### src/logic/nand_host_pkg.sv
// shared constants, types and command decoding for the flash command host
package nand_host_pkg;

  // clock and pin timing, times in ns, counts derived from the clock period
  localparam int CLK_NS = 100;
  localparam int WE_LOW_NS = 12;
  localparam int DATA_HOLD_NS = 5;
  // read_access_delay: nothing gives a figure, plain default
  localparam int READ_ACCESS_NS = 20;
  localparam int SYNC_STAGES = 2;

  // least times round up, never below one cycle
  function automatic int min_cycles(input int ns);
    int c;
    c = (ns + CLK_NS - 1) / CLK_NS;
    return (c < 1) ? 1 : c;
  endfunction : min_cycles

  localparam logic [3:0] WE_LOW_CYC = 4'(min_cycles(WE_LOW_NS));
  localparam logic [3:0] HOLD_CYC = 4'(min_cycles(DATA_HOLD_NS));
  // strobe stays low long enough for the byte to cross the pin synchroniser
  localparam logic [3:0] READ_LOW_CYC = 4'(min_cycles(READ_ACCESS_NS) + SYNC_STAGES);

  // request kinds on the user port
  typedef enum logic [1:0] {
    KIND_CMD = 2'h0,
    KIND_ADDR = 2'h1,
    KIND_WDATA = 2'h2,
    KIND_RDATA = 2'h3
  } kind_t;

  // pin sequencer states
  typedef enum logic [3:0] {
    ST_IDLE = 4'h1,
    ST_SETUP = 4'h2,
    ST_STROBE = 4'h4,
    ST_HOLD = 4'h8
  } eng_state_t;

  // command codes
  localparam logic [7:0] CMD_READ_SETUP = 8'h00;
  localparam logic [7:0] CMD_READ_CONFIRM = 8'h30;
  localparam logic [7:0] CMD_COPY_READ = 8'h35;
  localparam logic [7:0] CMD_READ_ID = 8'h90;
  localparam logic [7:0] CMD_RESET = 8'hFF;
  localparam logic [7:0] CMD_PROG_SETUP = 8'h80;
  localparam logic [7:0] CMD_COPY_PROG = 8'h85;
  localparam logic [7:0] CMD_PROG_CONFIRM = 8'h10;
  localparam logic [7:0] CMD_PLANE_END = 8'h11;
  localparam logic [7:0] CMD_PLANE2 = 8'h81;
  localparam logic [7:0] CMD_ERASE_SETUP = 8'h60;
  localparam logic [7:0] CMD_ERASE_CONFIRM = 8'hD0;
  localparam logic [7:0] CMD_COL_OUT = 8'h05;
  localparam logic [7:0] CMD_COL_OUT_CONFIRM = 8'hE0;
  localparam logic [7:0] CMD_STATUS = 8'h70;
  localparam logic [7:0] CMD_STATUS2 = 8'hF1;
  localparam logic [7:0] SETUP_NONE = CMD_RESET;

  // address cycle counts
  localparam logic [2:0] ADDR_NONE = 3'h0;
  localparam logic [2:0] ADDR_ID = 3'h1;
  localparam logic [2:0] ADDR_COL = 3'h2;
  localparam logic [2:0] ADDR_ROW = 3'h3;
  localparam logic [2:0] ADDR_FULL = 3'h5;

  function automatic logic is_defined(input logic [7:0] c);
    return c inside {CMD_READ_SETUP, CMD_READ_CONFIRM, CMD_COPY_READ, CMD_READ_ID,
      CMD_RESET, CMD_PROG_SETUP, CMD_COPY_PROG, CMD_PROG_CONFIRM, CMD_PLANE_END,
      CMD_PLANE2, CMD_ERASE_SETUP, CMD_ERASE_CONFIRM, CMD_COL_OUT,
      CMD_COL_OUT_CONFIRM, CMD_STATUS, CMD_STATUS2};
  endfunction : is_defined

  function automatic logic is_status_or_reset(input logic [7:0] c);
    return c inside {CMD_STATUS, CMD_STATUS2, CMD_RESET};
  endfunction : is_status_or_reset

  function automatic logic is_write_mode(input logic [7:0] c);
    return c inside {CMD_PROG_SETUP, CMD_COPY_PROG, CMD_PROG_CONFIRM, CMD_PLANE_END,
      CMD_PLANE2, CMD_ERASE_SETUP, CMD_ERASE_CONFIRM};
  endfunction : is_write_mode

  function automatic logic is_program(input logic [7:0] setup);
    return setup inside {CMD_PROG_SETUP, CMD_PLANE2, CMD_COPY_PROG};
  endfunction : is_program

endpackage : nand_host_pkg

### src/logic/nand_link_if.sv
// request link between the command checker and the pin sequencer
`timescale 1ns/1ns
interface nand_link_if;
  logic valid;
  logic ready;
  nand_host_pkg::kind_t kind;
  logic [7:0] data;
  logic rsp_valid;
  logic [7:0] rsp_data;
  logic dev_ready;

  modport checker_side (output valid, output kind, output data,
    input ready, input rsp_valid, input rsp_data, input dev_ready);
  modport engine (input valid, input kind, input data,
    output ready, output rsp_valid, output rsp_data, output dev_ready);
endinterface : nand_link_if

### src/logic/nand_strobe_engine.sv
// pin sequencer: one latch or read strobe per request, pins synchronised
`timescale 1ns/1ns
module nand_strobe_engine (
  input wire logic clk_i,
  input wire logic rstn_i,
  nand_link_if.engine link,
  output logic ce_n_o,
  output logic cle_o,
  output logic ale_o,
  output logic we_n_o,
  output logic read_strobe_n_o,
  input wire logic [7:0] io_i,
  output logic [7:0] io_o,
  output logic io_oe_o,
  input wire logic rb_i
);

  typedef struct packed {
    nand_host_pkg::eng_state_t state;
    logic [3:0] cnt;
    nand_host_pkg::kind_t kind;
    logic ce_n;
    logic cle;
    logic ale;
    logic we_n;
    logic read_strobe_n;
    logic [7:0] io_out;
    logic io_oe;
    logic [7:0] io_meta;
    logic [7:0] io_sync;
    logic rb_meta;
    logic rb_sync;
    logic rsp_valid;
    logic [7:0] rsp_data;
  } eng_t;

  localparam eng_t ENG_RESET = '{state: nand_host_pkg::ST_IDLE, cnt: 4'h0,
    kind: nand_host_pkg::KIND_CMD, ce_n: 1'b1, cle: 1'b0, ale: 1'b0, we_n: 1'b1,
    read_strobe_n: 1'b1, io_out: 8'h00, io_oe: 1'b0, io_meta: 8'h00, io_sync: 8'h00,
    rb_meta: 1'b0, rb_sync: 1'b0, rsp_valid: 1'b0, rsp_data: 8'h00};

  eng_t s;
  eng_t next_s;

  // sequence: setup cycle, strobe low, hold cycle, then chip select released
  always_comb begin
    next_s = s;
    next_s.rsp_valid = 1'b0;
    next_s.io_meta = io_i;
    next_s.io_sync = s.io_meta;
    next_s.rb_meta = rb_i;
    next_s.rb_sync = s.rb_meta;
    case (s.state)
      nand_host_pkg::ST_IDLE: begin
        if (link.valid) begin
          next_s.kind = link.kind;
          next_s.ce_n = 1'b0;
          next_s.cle = (link.kind == nand_host_pkg::KIND_CMD);
          next_s.ale = (link.kind == nand_host_pkg::KIND_ADDR);
          next_s.io_out = link.data;
          next_s.io_oe = (link.kind != nand_host_pkg::KIND_RDATA);
          next_s.state = nand_host_pkg::ST_SETUP;
        end
      end
      nand_host_pkg::ST_SETUP: begin
        next_s.state = nand_host_pkg::ST_STROBE;
        if (s.kind == nand_host_pkg::KIND_RDATA) begin
          next_s.read_strobe_n = 1'b0;
          next_s.cnt = nand_host_pkg::READ_LOW_CYC;
        end else begin
          next_s.we_n = 1'b0;
          next_s.cnt = nand_host_pkg::WE_LOW_CYC;
        end
      end
      nand_host_pkg::ST_STROBE: begin
        if (s.cnt == 4'h1) begin
          // rising write strobe latches the byte; data stays for the hold cycle
          next_s.we_n = 1'b1;
          next_s.read_strobe_n = 1'b1;
          next_s.cnt = nand_host_pkg::HOLD_CYC;
          next_s.state = nand_host_pkg::ST_HOLD;
          if (s.kind == nand_host_pkg::KIND_RDATA) begin
            next_s.rsp_valid = 1'b1;
            next_s.rsp_data = s.io_sync;
          end
        end else begin
          next_s.cnt = s.cnt - 4'h1;
        end
      end
      nand_host_pkg::ST_HOLD: begin
        if (s.cnt == 4'h1) begin
          next_s.ce_n = 1'b1;
          next_s.cle = 1'b0;
          next_s.ale = 1'b0;
          next_s.io_oe = 1'b0;
          next_s.state = nand_host_pkg::ST_IDLE;
        end else begin
          next_s.cnt = s.cnt - 4'h1;
        end
      end
      default: next_s = ENG_RESET;
    endcase
  end

  // state register
  always_ff @(posedge clk_i or negedge rstn_i) begin
    if (!rstn_i) begin
      s <= ENG_RESET;
    end else begin
      s <= next_s;
    end
  end

  assign link.ready = (s.state == nand_host_pkg::ST_IDLE);
  assign link.rsp_valid = s.rsp_valid;
  assign link.rsp_data = s.rsp_data;
  assign link.dev_ready = s.rb_sync;
  assign ce_n_o = s.ce_n;
  assign cle_o = s.cle;
  assign ale_o = s.ale;
  assign we_n_o = s.we_n;
  assign read_strobe_n_o = s.read_strobe_n;
  assign io_o = s.io_out;
  assign io_oe_o = s.io_oe;
endmodule : nand_strobe_engine

### src/logic/nand_command_host.sv
// flash command host: checks command sequences and drives the flash pins
`timescale 1ns/1ns
// Behaviour
// - every byte written by pulsing write strobe low while chip select is low.
// - reset and both status reads are single-cycle commands; read ID opens one address cycle.
// - page read is 00h, five addresses, 30h; copy-back read confirms 35h.
// - page program is 80h, five addresses, data, 10h; copy-back uses 85h.
// - block erase is 60h, three row addresses, then D0h.
// - two-plane program: 80h ... 11h, then 81h ... 10h.
// - between 11h and 81h only status reads or reset may be issued.
// - in-page random input is 85h plus column; random output 05h, column, E0h.
// - host never issues a command code outside the defined set.
// - write-mode commands, addresses and data need write protect high.
module nand_command_host (
  input wire logic CLK_I,
  input wire logic RSTN_I,
  input wire logic REQ_VALID_I,
  input wire logic [1:0] REQ_KIND_I,
  input wire logic [7:0] REQ_BYTE_I,
  output logic REQ_READY_O,
  output logic RSP_VALID_O,
  output logic [7:0] RSP_BYTE_O,
  output logic ERR_O,
  input wire logic PROTECT_I,
  output logic BUSY_O,
  output logic CE_N_O,
  output logic CLE_O,
  output logic ALE_O,
  output logic WE_N_O,
  output logic READ_STROBE_N_O,
  output logic WP_N_O,
  input wire logic [7:0] SHARED_IO_BUS_I,
  output logic [7:0] SHARED_IO_BUS_O,
  output logic SHARED_IO_BUS_OE_O,
  input wire logic RB_I
);

  typedef struct packed {
    logic [7:0] setup;
    logic [2:0] addr_need;
    logic [2:0] addr_cnt;
    logic plane_gap;
    logic wp_n;
    logic err;
    logic rsp_valid;
    logic [7:0] rsp_data;
  } host_t;

  localparam host_t HOST_RESET = '{setup: nand_host_pkg::SETUP_NONE,
    addr_need: nand_host_pkg::ADDR_NONE, addr_cnt: 3'h0, plane_gap: 1'b0,
    wp_n: 1'b0, err: 1'b0, rsp_valid: 1'b0, rsp_data: 8'h00};

  nand_link_if link ();

  host_t s;
  host_t next_s;
  nand_host_pkg::kind_t kind;
  logic busy;
  logic addr_done;
  logic prog_open;
  logic confirm_ok;
  logic refuse;
  logic take;

  // address cycles a command opens; 85h means random input once a program is open
  function automatic logic [2:0] addr_need_of(input logic [7:0] c, input logic prog);
    case (c)
      nand_host_pkg::CMD_READ_SETUP: return nand_host_pkg::ADDR_FULL;
      nand_host_pkg::CMD_PROG_SETUP: return nand_host_pkg::ADDR_FULL;
      nand_host_pkg::CMD_PLANE2: return nand_host_pkg::ADDR_FULL;
      nand_host_pkg::CMD_COPY_PROG: begin
        return prog ? nand_host_pkg::ADDR_COL : nand_host_pkg::ADDR_FULL;
      end
      nand_host_pkg::CMD_ERASE_SETUP: return nand_host_pkg::ADDR_ROW;
      nand_host_pkg::CMD_COL_OUT: return nand_host_pkg::ADDR_COL;
      nand_host_pkg::CMD_READ_ID: return nand_host_pkg::ADDR_ID;
      default: return nand_host_pkg::ADDR_NONE;
    endcase
  endfunction : addr_need_of

  assign kind = nand_host_pkg::kind_t'(REQ_KIND_I);
  assign busy = !link.dev_ready;
  assign addr_done = (s.addr_need != nand_host_pkg::ADDR_NONE) && (s.addr_cnt == s.addr_need);
  assign prog_open = nand_host_pkg::is_program(s.setup) && addr_done;

  // a confirm only follows its own setup with all its address cycles sent
  always_comb begin
    case (REQ_BYTE_I)
      nand_host_pkg::CMD_READ_CONFIRM,
      nand_host_pkg::CMD_COPY_READ: begin
        confirm_ok = (s.setup == nand_host_pkg::CMD_READ_SETUP) && addr_done;
      end
      nand_host_pkg::CMD_PROG_CONFIRM: confirm_ok = prog_open;
      nand_host_pkg::CMD_PLANE_END: begin
        confirm_ok = (s.setup == nand_host_pkg::CMD_PROG_SETUP) && addr_done;
      end
      nand_host_pkg::CMD_ERASE_CONFIRM: begin
        confirm_ok = (s.setup == nand_host_pkg::CMD_ERASE_SETUP) && addr_done;
      end
      nand_host_pkg::CMD_COL_OUT_CONFIRM: begin
        confirm_ok = (s.setup == nand_host_pkg::CMD_COL_OUT) && addr_done;
      end
      default: confirm_ok = 1'b1;
    endcase
  end

  // refusal check; a refused request is consumed and flagged, never sent to the pins
  always_comb begin
    case (kind)
      nand_host_pkg::KIND_CMD: begin
        refuse = !nand_host_pkg::is_defined(REQ_BYTE_I)
          || (busy && !nand_host_pkg::is_status_or_reset(REQ_BYTE_I))
          || (s.plane_gap && !nand_host_pkg::is_status_or_reset(REQ_BYTE_I)
              && REQ_BYTE_I != nand_host_pkg::CMD_PLANE2)
          || (!s.plane_gap && REQ_BYTE_I == nand_host_pkg::CMD_PLANE2)
          || (nand_host_pkg::is_write_mode(REQ_BYTE_I) && PROTECT_I)
          || !confirm_ok;
      end
      nand_host_pkg::KIND_ADDR: begin
        refuse = (s.addr_cnt == s.addr_need) || busy
          || (nand_host_pkg::is_write_mode(s.setup) && PROTECT_I);
      end
      nand_host_pkg::KIND_WDATA: refuse = !prog_open || PROTECT_I || busy;
      nand_host_pkg::KIND_RDATA: refuse = 1'b0;
      default: refuse = 1'b1;
    endcase
  end

  assign REQ_READY_O = link.ready;
  assign take = REQ_VALID_I && link.ready;
  assign link.valid = take && !refuse;
  assign link.kind = kind;
  assign link.data = REQ_BYTE_I;

  // sequence tracking; status reads leave an open sequence untouched
  always_comb begin
    next_s = s;
    next_s.err = take && refuse;
    next_s.wp_n = !PROTECT_I;
    next_s.rsp_valid = link.rsp_valid;
    if (link.rsp_valid) begin
      next_s.rsp_data = link.rsp_data;
    end
    if (link.valid) begin
      case (kind)
        nand_host_pkg::KIND_CMD: begin
          if (REQ_BYTE_I != nand_host_pkg::CMD_STATUS
              && REQ_BYTE_I != nand_host_pkg::CMD_STATUS2) begin
            next_s.addr_need = addr_need_of(REQ_BYTE_I, prog_open);
            next_s.addr_cnt = 3'h0;
            next_s.setup = (next_s.addr_need != nand_host_pkg::ADDR_NONE)
              ? REQ_BYTE_I : nand_host_pkg::SETUP_NONE;
            next_s.plane_gap = (REQ_BYTE_I == nand_host_pkg::CMD_PLANE_END);
          end
        end
        nand_host_pkg::KIND_ADDR: next_s.addr_cnt = s.addr_cnt + 3'h1;
        default: next_s = next_s;
      endcase
    end
  end

  // state register
  always_ff @(posedge CLK_I or negedge RSTN_I) begin
    if (!RSTN_I) begin
      s <= HOST_RESET;
    end else begin
      s <= next_s;
    end
  end

  nand_strobe_engine u_engine (
    .clk_i(CLK_I),
    .rstn_i(RSTN_I),
    .link(link.engine),
    .ce_n_o(CE_N_O),
    .cle_o(CLE_O),
    .ale_o(ALE_O),
    .we_n_o(WE_N_O),
    .read_strobe_n_o(READ_STROBE_N_O),
    .io_i(SHARED_IO_BUS_I),
    .io_o(SHARED_IO_BUS_O),
    .io_oe_o(SHARED_IO_BUS_OE_O),
    .rb_i(RB_I)
  );

  assign RSP_VALID_O = s.rsp_valid;
  assign RSP_BYTE_O = s.rsp_data;
  assign ERR_O = s.err;
  assign WP_N_O = s.wp_n;
  assign BUSY_O = busy;
endmodule : nand_command_host

### config.mk
export PLATFORM = sky130hd
export DESIGN_NAME = nand_command_host
export DESIGN_NICKNAME = d
export VERILOG_FILES = /design/src/logic/nand_host_pkg.sv /design/src/logic/nand_link_if.sv /design/src/logic/nand_strobe_engine.sv /design/src/logic/nand_command_host.sv
export SDC_FILE = /design/constraint.sdc
export NUM_CORES = 1
export LEC_CHECK = 0
export ABC_CLOCK_PERIOD_IN_PS = 4059
export BUFFER_PORTS_ARGS = -buffer_cell sky130_fd_sc_hd__buf_4
export CORE_MARGIN = 4
export CORE_UTILIZATION = 55
export DETAILED_ROUTE_END_ITERATION = 6
export PLACE_DENSITY = 0.75
export SYNTH_ARGS = -nofsm -noshare
export SYNTH_HDL_FRONTEND = slang
export SYNTH_HIERARCHICAL = 1
export SYNTH_SLANG_ARGS = --single-unit
### constraint.sdc
create_clock -name CLK_I -period 4.06 [get_ports CLK_I]
set_input_delay 0.406 -clock CLK_I [delete_from_list [all_inputs] [get_ports CLK_I]]
set_output_delay 0.406 -clock CLK_I [all_outputs]
set_load 0.05 [all_outputs]
==> results of run 1 <==
[cell type report]
type,count,share of cell area (%)
Inverter,25,2.014
Multi-Input combinational cell,265,41.86
Sequential cell,77,41.68
Tap cell,99,2.658
Timing Repair Buffer,50,8.056
Clock buffer,10,2.739
Clock inverter,6,0.9936
[registers in the layout, indices dropped and copies added (netlist names)]
name and count:
u_engine/ale_o 1, WP_N_O 1, u_engine/cle_o 1, u_engine/link.rsp_valid 1, u_engine/ce_n_o 1, u_engine/link.dev_ready 1
u_engine/s 27, u_engine/read_strobe_n_o 1, u_engine/we_n_o 1, u_engine/io_oe_o 1, RSP_VALID_O 1, u_engine/io_o 8
u_engine/link.rsp_data 8, RSP_BYTE_O 8, ERR_O 1, s 15
[report_power, final]
group / internal (mW) / switching [mW]
logic: 0.469 / 0.763
clock network: 0.226 / 0.277
registers: 0.973 / 0.151
[cell usage after synthesis (5+ instances only)]
library cell / instances
nor2_1: 20
a21o_1: 6
nand4_1: 6
buf_6: 5
dfrtp_1: 65
nand2_1: 25
and2_1: 19
buf_4: 27
nor3_1: 14
a21oi_1: 11
clkbuf_1: 5
nor2b_1: 5
nand2b_1: 8
mux2_4: 10
mux2i_1: 13
o21ai_0: 15
xnor2_1: 5
nand3_1: 6
mux2_2: 10
nor4_1: 5
dfstp_2: 12
inv_1: 24
a22o_1: 8
[placed cells by master, fill, tap and decap left out, types with 10 or more instances in the layout]
cell type	instances
nor2_1	20
dfstp_2	12
mux2i_1	13
nor3_1	14
a21oi_1	11
and2_1	19
mux2_2	10
o21ai_0	15
inv_1	24
buf_4	50
mux2_4	10
nand2_1	25
dfrtp_1	65
[final timing paths]
check,start,cells past startpoint,end,slack (ps)
max in group asynchronous,RSTN_I,1,s[15],3230
min reg2reg,u_engine/s[20],1,u_engine/s[12],450
max reg2reg,s[19],11,u_engine/cle_o,570
min,RSTN_I,1,u_engine/s[46],190
max,s[19],11,u_engine/cle_o,570
min in group CLK_I,SHARED_IO_BUS_I[0],2,u_engine/s[19],280
[critical path, stage by stage (launching register included)]
cell and delay [ps]:
dfstp_2 390, nor4_1 600, nand3_1 230, o41ai_1 420
a22oi_1 180, a21o_1 180, o22ai_1 280, and3_1 230
nor3b_1 60, o21ai_0 340, nand3_4 150, mux2_4 310
[metrics by stage]
| step | std cells | hold slack [ps] | util [%] |
|---|---|---|---|
| after global routing | 532 | 243.9 | 62.89 |
| after global placement | 516 | 430.0 | 60.55 |
| final | 532 | 193.3 | 62.89 |
| after floorplan | 411 | 110.4 | - |
| after detailed placement | 516 | 435.5 | 60.55 |
| after CTS | 532 | 236.1 | 62.89 |
[routing by layer]
metal	vias up	share of wire, %	track usage, %
li1	1454	-	-
met1	1492	45	26.07
met2	74	50	31.51
met3	4	4.9	4.415
met4	0	0.39	4.556
met5	-	0	0
[cells by family after synthesis]
logic type,Yosys count
buffers and inverters,69
xor gates and xnor gates,9
AOI/OAI and AO/OA,79
DFF,77
muxes,35
adders and majority gates,3
and+or+nand+nor,139
==> run_results.csv, run 1 <==
group,metric,value,unit
sta,fin_ws,574.5,ps
global_routing,grt_pass1_vias,2814,
yosys,synth_mux_area_share,9.930,%
clock_network,cts_buffers,9,
sta,period_needed,3485,ps
yosys,ys_seq_area_share,45.20,%
sta,rsz0062_at_grt,"no",
worst_setup_path,cp-end-kind,"register",
layout,layout-drive-gt1-share,26.33,%
yosys,synth.area.top_cells,"dfrtp_1 38%, dfstp_2 7.3%, buf_4 4.7%",
hold_path,hold_class,"input port to async pin",
detailed_routing,vias,3024,
sta,finalSetupViolCount,0,
status,status,"finished, final reports clean",
layout,regArea,1942,um2
layout,fill_cells,621,
die,die_y,96.39,um
die,die_w,96.39,um
clock_network,htreeDepth,3,
sta,hold_viol,0,
sta,drv_slew,0,
clock_network,postCtsHoldBufs,0,
worst_setup_path,worstPathMaxFanout,5,
yosys,synth_edf_count,0,
yosys,syn_nets,437,
detailed_routing,drc,0,
power_and_ir_drop,leakage,2.191,nW
yosys,synthXorXnorAreaFrac,2.009,%
clock_network,cts_setup_buffers,0,
yosys,yosysWarnings,6,
layout,area_growth,8.445,%
clock_network,cts_resized,0,
yosys,synth-simple-area-share,19.69,%
clock_network,cts-root-buf,"clkbuf_8",
power_and_ir_drop,p_per_area,613.8,nW/um2
detailed_routing,firstDrtPassIters,5,
sta,relSlewSlack,37.67,%
yosys,syn_area_per_cell,10.45,um2
die,core,7408,um2
die,row_count,31,
placed_design,pre_cts_slack,530.7,ps
job,drv_cap,0,
power_and_ir_drop,ir_drop,0.2459,mV
layout,fin_nets,454,
layout,multiInputGateArea,1951,um2
yosys,synth-main-ff-cell,"dfrtp_1",
global_routing,gr-usage-all-layers,19.24,%
yosys,synth_top_family_by_area,"simple AND/OR/NAND/NOR gates",
worst_setup_path,worst_setup_path_start_kind,"register",
placed_design,gp_congestion,0.8961,
clock_network,cts_tree,"built",
placed_design,place_area,4486,um2
clock_network,cts.clk_slew.worst_paths,80,ps
power_and_ir_drop,power,2.860,mW
sta,tightest_slew,934.9,ps
detailed_routing,ant_nets,0,
sta,period_share,85.85,%
die,ios,50,
detailed_routing,routedWlPerCell,15.83,um
yosys,yosysTopAreaCell,"dfrtp_1",
yosys,ys_types,73,
global_routing,grt_max_degree,78,
yosys,synthAdderAreaFrac,0.8736,%
sta,setup_tns,0,ps
yosys,syn_inst,411,
die,dieArea,9290,um2
layout,fin_area,4659,um2
die,start_util,58.00,%
yosys,async_flop_share,100.0,%
yosys,syn_area,4297,um2
clock_network,clk_path_buf_depth,2,
placed_design,dpl.hpwl,6054,um
global_routing,grt_pass1_wl,13960,um
worst_setup_path,crit_type,"register to register",
sta,finClkSkew,13.90,ps
clock_network,clk_latency,330,ps
placed_design,io_buffers,49,
detailed_routing,drt-total-wl,8424,um
sta,fmax,286.9,MHz
global_routing,gr-total-overflow,0,
detailed_routing,vias_per_cell,5.684,
global_routing,antenna_found_initial,0,
yosys,synth_top_area_share,37.86,%
yosys,synth-seq-cells,77,
yosys,synth-compound-area-share,12.90,%
worst_setup_path,cp_data_required_time,4280,ps
layout,n_antenna_cell,0,
worst_setup_path,cp_data_arrival_time,3710,ps
detailed_routing,drt_iter0_drc,178,
clock_network,numClockSinks,77,
(Power assumes the default switching activity.)
==> run 2, diff against run 1 <==
--- a/config.mk
+++ b/config.mk
@@ -13,2 +13,3 @@
 export PLACE_DENSITY = 0.75
+export REMOVE_ABC_BUFFERS = 1
 export SYNTH_ARGS = -nofsm -noshare
--- a/constraint.sdc
+++ b/constraint.sdc
@@ -3,2 +3,2 @@
 set_output_delay 0.406 -clock CLK_I [all_outputs]
-set_load 0.05 [all_outputs]
+set_load 0.01 [all_outputs]
==> run_results.csv, run 2 (same netlist as run 1, synthesis figures left out) <==
group,metric,value,unit
die,die_y,96.39,um
worst_setup_path,cp-end-kind,"register",
power_and_ir_drop,intPower,1.678,mW
global_routing,grt_max_degree,78,
layout,layout-drive-gt1-share,26.73,%
layout,fill_cells,618,
worst_setup_path,worstPathMaxFanout,11,
sta,drv_slew,0,
sta,hold_viol,0,
global_routing,grt_pass1_vias,2824,
worst_setup_path,cpMostUsedCell,"buf_4",
layout,fin_area,4683,um2
hold_path,hold_class,"input port to async pin",
layout,fin_nets,455,
worst_setup_path,path_cells,"nor4_1, buf_4, nand3_1, o41ai_1, a22oi_1, a21o_1, o22ai_1, and3_1, nor3b_1, o31ai_1, o21ai_1, buf_4, mux2_1",
worst_setup_path,cp_top_family,"compound AO/OA/AOI/OAI gates",
worst_setup_path,crit_type,"register to register",
detailed_routing,drt_iter0_drc,249,
sta,finClkSkew,15.19,ps
power_and_ir_drop,pwr-share-clk,20.4,%
die,core,7408,um2
clock_network,cts_setup_buffers,0,
layout,top_regs,"u_engine/s: 27 flops, s: 15 flops",
clock_network,cts.clk_slew.worst_paths,90,ps
sta,relSlewSlack,38.94,%
detailed_routing,vias,3029,
detailed_routing,routedWlPerCell,15.63,um
clock_network,postCtsHoldBufs,0,
clock_network,cts-root-buf,"clkbuf_8",
layout,largest_reg_flops,27,
die,ios,50,
die,die_w,96.39,um
power_and_ir_drop,p_comb_share,37.7,%
power_and_ir_drop,switchingPower,1.014,mW
worst_setup_path,cp_slowest_stage_delay,400,ps
worst_setup_path,critPathBufInv,2,
detailed_routing,drt-total-wl,8329,um
die,dieArea,9290,um2
sta,finalSetupViolCount,0,
power_and_ir_drop,leakage,2.201,nW
job,drv_cap,0,
layout,layout_commonest_cell,"dfrtp_1",
power_and_ir_drop,seq_power_share,41.9,%
status,status,"finished, final reports clean",
layout,area_growth,8.998,%
clock_network,clk_latency,350,ps
die,row_count,31,
clock_network,cts_buffers,9,
placed_design,dpl.hpwl,5901,um
die,start_util,58.00,%
layout,fin_util,63.22,%
power_and_ir_drop,p_per_area,574.8,nW/um2
sta,tightest_slew,916.0,ps
global_routing,grt_pass1_wl,13760,um
detailed_routing,vias_per_cell,5.683,
layout,top_register,"u_engine/s",
clock_network,clk_path_buf_depth,2,
sta,period_share,80.04,%
clock_network,numClockSinks,77,
global_routing,gr-total-overflow,0,
sta,fmax,307.7,MHz
sta,rsz0062_at_grt,"no",
placed_design,gp_congestion,0.9035,
worst_setup_path,slowest_stage,"dfstp_2",
sta,period_needed,3250,ps
layout,most-common-layout-cells,"65 x dfrtp_1, 51 x buf_4, 25 x nand2_1",
worst_setup_path,cp_data_required_time,4300,ps
power_and_ir_drop,power,2.692,mW
worst_setup_path,worst_setup_path_start_kind,"register",
power_and_ir_drop,ir_drop,0.3002,mV
placed_design,io_buffers,49,
clock_network,cts_resized,0,
global_routing,antenna_found_initial,0,
detailed_routing,drc,0,
global_routing,gr-usage-all-layers,18.93,%
detailed_routing,ant_nets,0,
clock_network,htreeDepth,3,
clock_network,cts_tree,"built",
layout,n_antenna_cell,0,
worst_setup_path,cp_data_arrival_time,3490,ps
sta,setup_tns,0,ps
placed_design,place_area,4493,um2
power_and_ir_drop,switching_share,37.66,%
layout,multiInputGateArea,1951,um2
detailed_routing,firstDrtPassIters,6,
layout,regArea,1942,um2
-- run 2: cell types whose count changed in the layout (fill, tap and decap cells not counted), sizes merged --
cell and change:
buf +1, clkbuf -1, inv +1
-- run 2: cell type report --
cell class	instances	share of cell area, %
timing repair buffer	51	8.175
inverter	25	2.004
clock inverter	7	1.416
tap	99	2.645
sequential	77	41.46
clock buffer	9	2.645
multi-input combinational	265	41.65
-- run 2: routing by layer --
layer  share of wire, %  up-vias  global-route usage [%]  wire (um)
li1                   -     1463                       -          -
met1                 47     1480                   27.74       3954
met2                 47       76                   29.04       3913
met3                4.8       10                   3.796        398
met4               0.76        0                   4.556         63
met5                  0        -                       0          0
-- run 2: worst register-to-register path: cells and delay by family, from the launching register on --
kind | cells | cell delay [ps]
flip-flops | 1 | 400
multiplexers | 1 | 320
AO/OA/AOI/OAI | 6 | 1340
buffers and inverters | 2 | 390
AND/OR/NAND/NOR | 4 | 710
-- run 2: path summary, 6_finish.rpt --
path,cells after the start,endpoint,slack (ps),from
min in group CLK_I,2,u_engine/s[23],250,SHARED_IO_BUS_I[4]
hold / removal,1,u_engine/io_o[6],190,RSTN_I
setup / recovery,13,u_engine/s[41],810,s[19]
hold reg to reg,1,u_engine/s[16],440,u_engine/s[24]
max in group asynchronous,1,u_engine/s[18],3280,RSTN_I
setup reg to reg,13,u_engine/s[41],810,s[19]
-- run 2: stage by stage --
step / instances / hold WS [ps] / setup slack [ps]
finish: 533 / 186.7 / 810.4
detailed placement: 517 / 433.6 / 507.7
floorplan: 367 / 110.4 / 566.2
CTS: 533 / 232.5 / 837.7
global placement: 517 / 431.1 / 608.1
global route: 533 / 237.5 / 526.7
-- run 2: power groups by stage --
stage,sequential (mW),clock (mW),combinational [mW]
finish,1.13,0.548,1.02
detailed placement,1.14,0,1.02
CTS,1.13,0.563,1.02
global placement,1.13,0,0.995
floorplan,1.13,0,0.681
global route,1.15,0.592,1.12
==> run 3, diff against run 2 <==
ABC_AREA = 1   (was not set)
ABC_CLOCK_PERIOD_IN_PS = 2900   (was 4059)
CORE_UTILIZATION = 53   (was 55)
clock period = 2.9 ns   (was 4.06 ns; I/O delays follow)
==> run_results.csv, run 3 <==
group,metric,value,unit
status,status,"finished, final reports clean",
layout,layout_commonest_cell,"nand2_1",
power_and_ir_drop,ir_drop,0.4658,mV
yosys,synth_top_area_share,36.24,%
die,die_y,100.0,um
yosys,synth-main-ff-cell,"dfrtp_1",
placed_design,dpl.hpwl,6788,um
power_and_ir_drop,power,4.035,mW
sta,setup_tns,0,ps
global_routing,grt_max_degree,78,
clock_network,clk_path_buf_depth,2,
layout,largest_reg_flops,27,
die,ios,50,
sta,fmax,420.0,MHz
sta,drv_slew,0,
yosys,synth.area.top_cells,"dfrtp_1 36%, nand2_1 16%, dfstp_2 7.0%",
layout,most-common-layout-cells,"187 x nand2_1, 75 x nor2_1, 68 x inv_1",
clock_network,cts_buffers,9,
yosys,synth_most_common_cell,"nand2_1",
yosys,ys_seq_area_share,43.27,%
clock_network,cts-root-buf,"clkbuf_8",
die,dieArea,10000,um2
layout,area_growth,10.09,%
layout,fin_cells,721,
yosys,synth.top_cells.by_count,"187 x nand2_1, 75 x nor2_1, 68 x inv_1, 65 x dfrtp_1, 32 x nand3_1",
yosys,yosysTopAreaCell,"dfrtp_1",
layout,n_antenna_cell,0,
yosys,async_flop_share,100.0,%
placed_design,gp_congestion,0.9888,
yosys,synth-seq-cells,77,
yosys,synth_edf_count,0,
yosys,ys_types,33,
global_routing,grt_pass1_vias,3266,
detailed_routing,drc,0,
placed_design,placed_cells,705,
global_routing,gr-usage-all-layers,19.17,%
detailed_routing,vias_per_cell,4.960,
global_routing,gr-total-overflow,0,
clock_network,cts_tree,"built",
clock_network,clk_latency,350,ps
job,drv_cap,0,
detailed_routing,vias,3576,
layout,fin_util,60.13,%
power_and_ir_drop,leakage,2.765,nW
clock_network,cts_setup_buffers,0,
detailed_routing,drt-total-wl,8874,um
global_routing,antenna_found_initial,0,
sta,rsz0062_at_grt,"no",
worst_setup_path,cp-end-kind,"register",
layout,top_register,"u_engine/s",
sta,period_needed,2381,ps
detailed_routing,firstDrtPassIters,5,
placed_design,io_buffers,49,
clock_network,numClockSinks,77,
worst_setup_path,crit_type,"register to register",
worst_setup_path,cp_data_required_time,3150,ps
yosys,syn_area,4488,um2
hold_path,hold_class,"input port to async pin",
yosys,yosysWarnings,6,
yosys,syn_inst,581,
sta,relSlewSlack,37.12,%
clock_network,cts.clk_slew.worst_paths,90,ps
detailed_routing,routedWlPerCell,12.31,um
die,row_count,33,
sta,finClkSkew,10.47,ps
detailed_routing,ant_nets,0,
sta,period_share,82.09,%
worst_setup_path,cp_data_arrival_time,2630,ps
clock_network,postCtsHoldBufs,0,
layout,top_regs,"u_engine/s: 27 flops, s: 15 flops",
die,start_util,54.62,%
layout,layout-drive-gt1-share,23.38,%
global_routing,grt_pass1_wl,15410,um
power_and_ir_drop,p_per_area,816.7,nW/um2
sta,hold_viol,0,
clock_network,cts_resized,0,
layout,fin_nets,637,
sta,tightest_slew,943.2,ps
yosys,syn_area_per_cell,7.725,um2
worst_setup_path,worst_setup_path_start_kind,"register",
sta,finalSetupViolCount,0,
die,core,8217,um2
detailed_routing,drt_iter0_drc,192,
die,die_w,100.0,um
clock_network,htreeDepth,3,
worst_setup_path,worstPathMaxFanout,17,
run 3: area by class of cell:
cell class / count / area, um2
well taps: 105 / 131.4
clock buffers: 9 / 123.9
repair buffers: 51 / 382.9
fillers: 723 / 3276
inverters: 76 / 285.3
clock inverters: 7 / 63.81
multi-input cells: 396 / 2012
flip-flops and latches: 77 / 1942
run 3: layer usage:
metal	GRT usage, %	routed length, um	vias to the layer above
li1	-	-	1821
met1	27.22	4140	1671
met2	29.66	4176	76
met3	4.100	448	8
met4	5.803	108	0
met5	0	0	-
run 3: final timing paths:
| kind | start | cells past startpoint | to | slack (ps) |
|---|---|---|---|---|
| max in group asynchronous | RSTN_I | 1 | u_engine/cle_o | 2210 |
| worst min register to register | u_engine/s[15] | 2 | u_engine/link.rsp_data[4] | 460 |
| worst max register to register | s[12] | 15 | u_engine/io_o[1] | 520 |
| worst max-delay path | s[12] | 15 | u_engine/io_o[1] | 520 |
| worst min-delay path | RSTN_I | 1 | s[17] | 80 |
| min in group CLK_I | RB_I | 3 | u_engine/s[10] | 150 |
run 3: kinds of logic (layout without fill, tap and decap cells):
family          after synthesis  after routing  synth area share [%]
compound gates               13             13                 1.840
xor+xnor                      5              5                0.9759
fa+ha+maj                     3              3                0.8364
buf+inv                     108            143                 11.90
flops                        77             77                 43.27
mux                           8              8                 2.007
simple gates                367            367                 39.17
run 3: through the flow:
step | instance area (um2) | hold WS (ps) | setup slack (ps)
floorplan | 4239 | -5.591 | 704.7
finish | 4941 | 82.37 | 519.3
global route | 4941 | 131.1 | 188.3
CTS | 4941 | 98.69 | 541.9
global placement | 4753 | 430.2 | 511.9
detailed placement | 4753 | 432.5 | 457.0
run 3: power by group:
group          internal (mW)  switching [mW]
Combinational          0.558            1.07
Clock                  0.330           0.449
Sequential              1.43           0.193
run 3: critical path, stage by stage, from the launching register on:
cell	delay, ps
dfrtp_1	430
xor2_1	170
nor2_1	120
nand2_1	80
nor2_1	240
nand4_1	130
nand3_1	90
nand2_1	100
a21oi_4	140
inv_2	30
nor2_1	80
inv_1	50
nand2_2	270
nand3_4	180
nand2_1	100
nand2_1	50
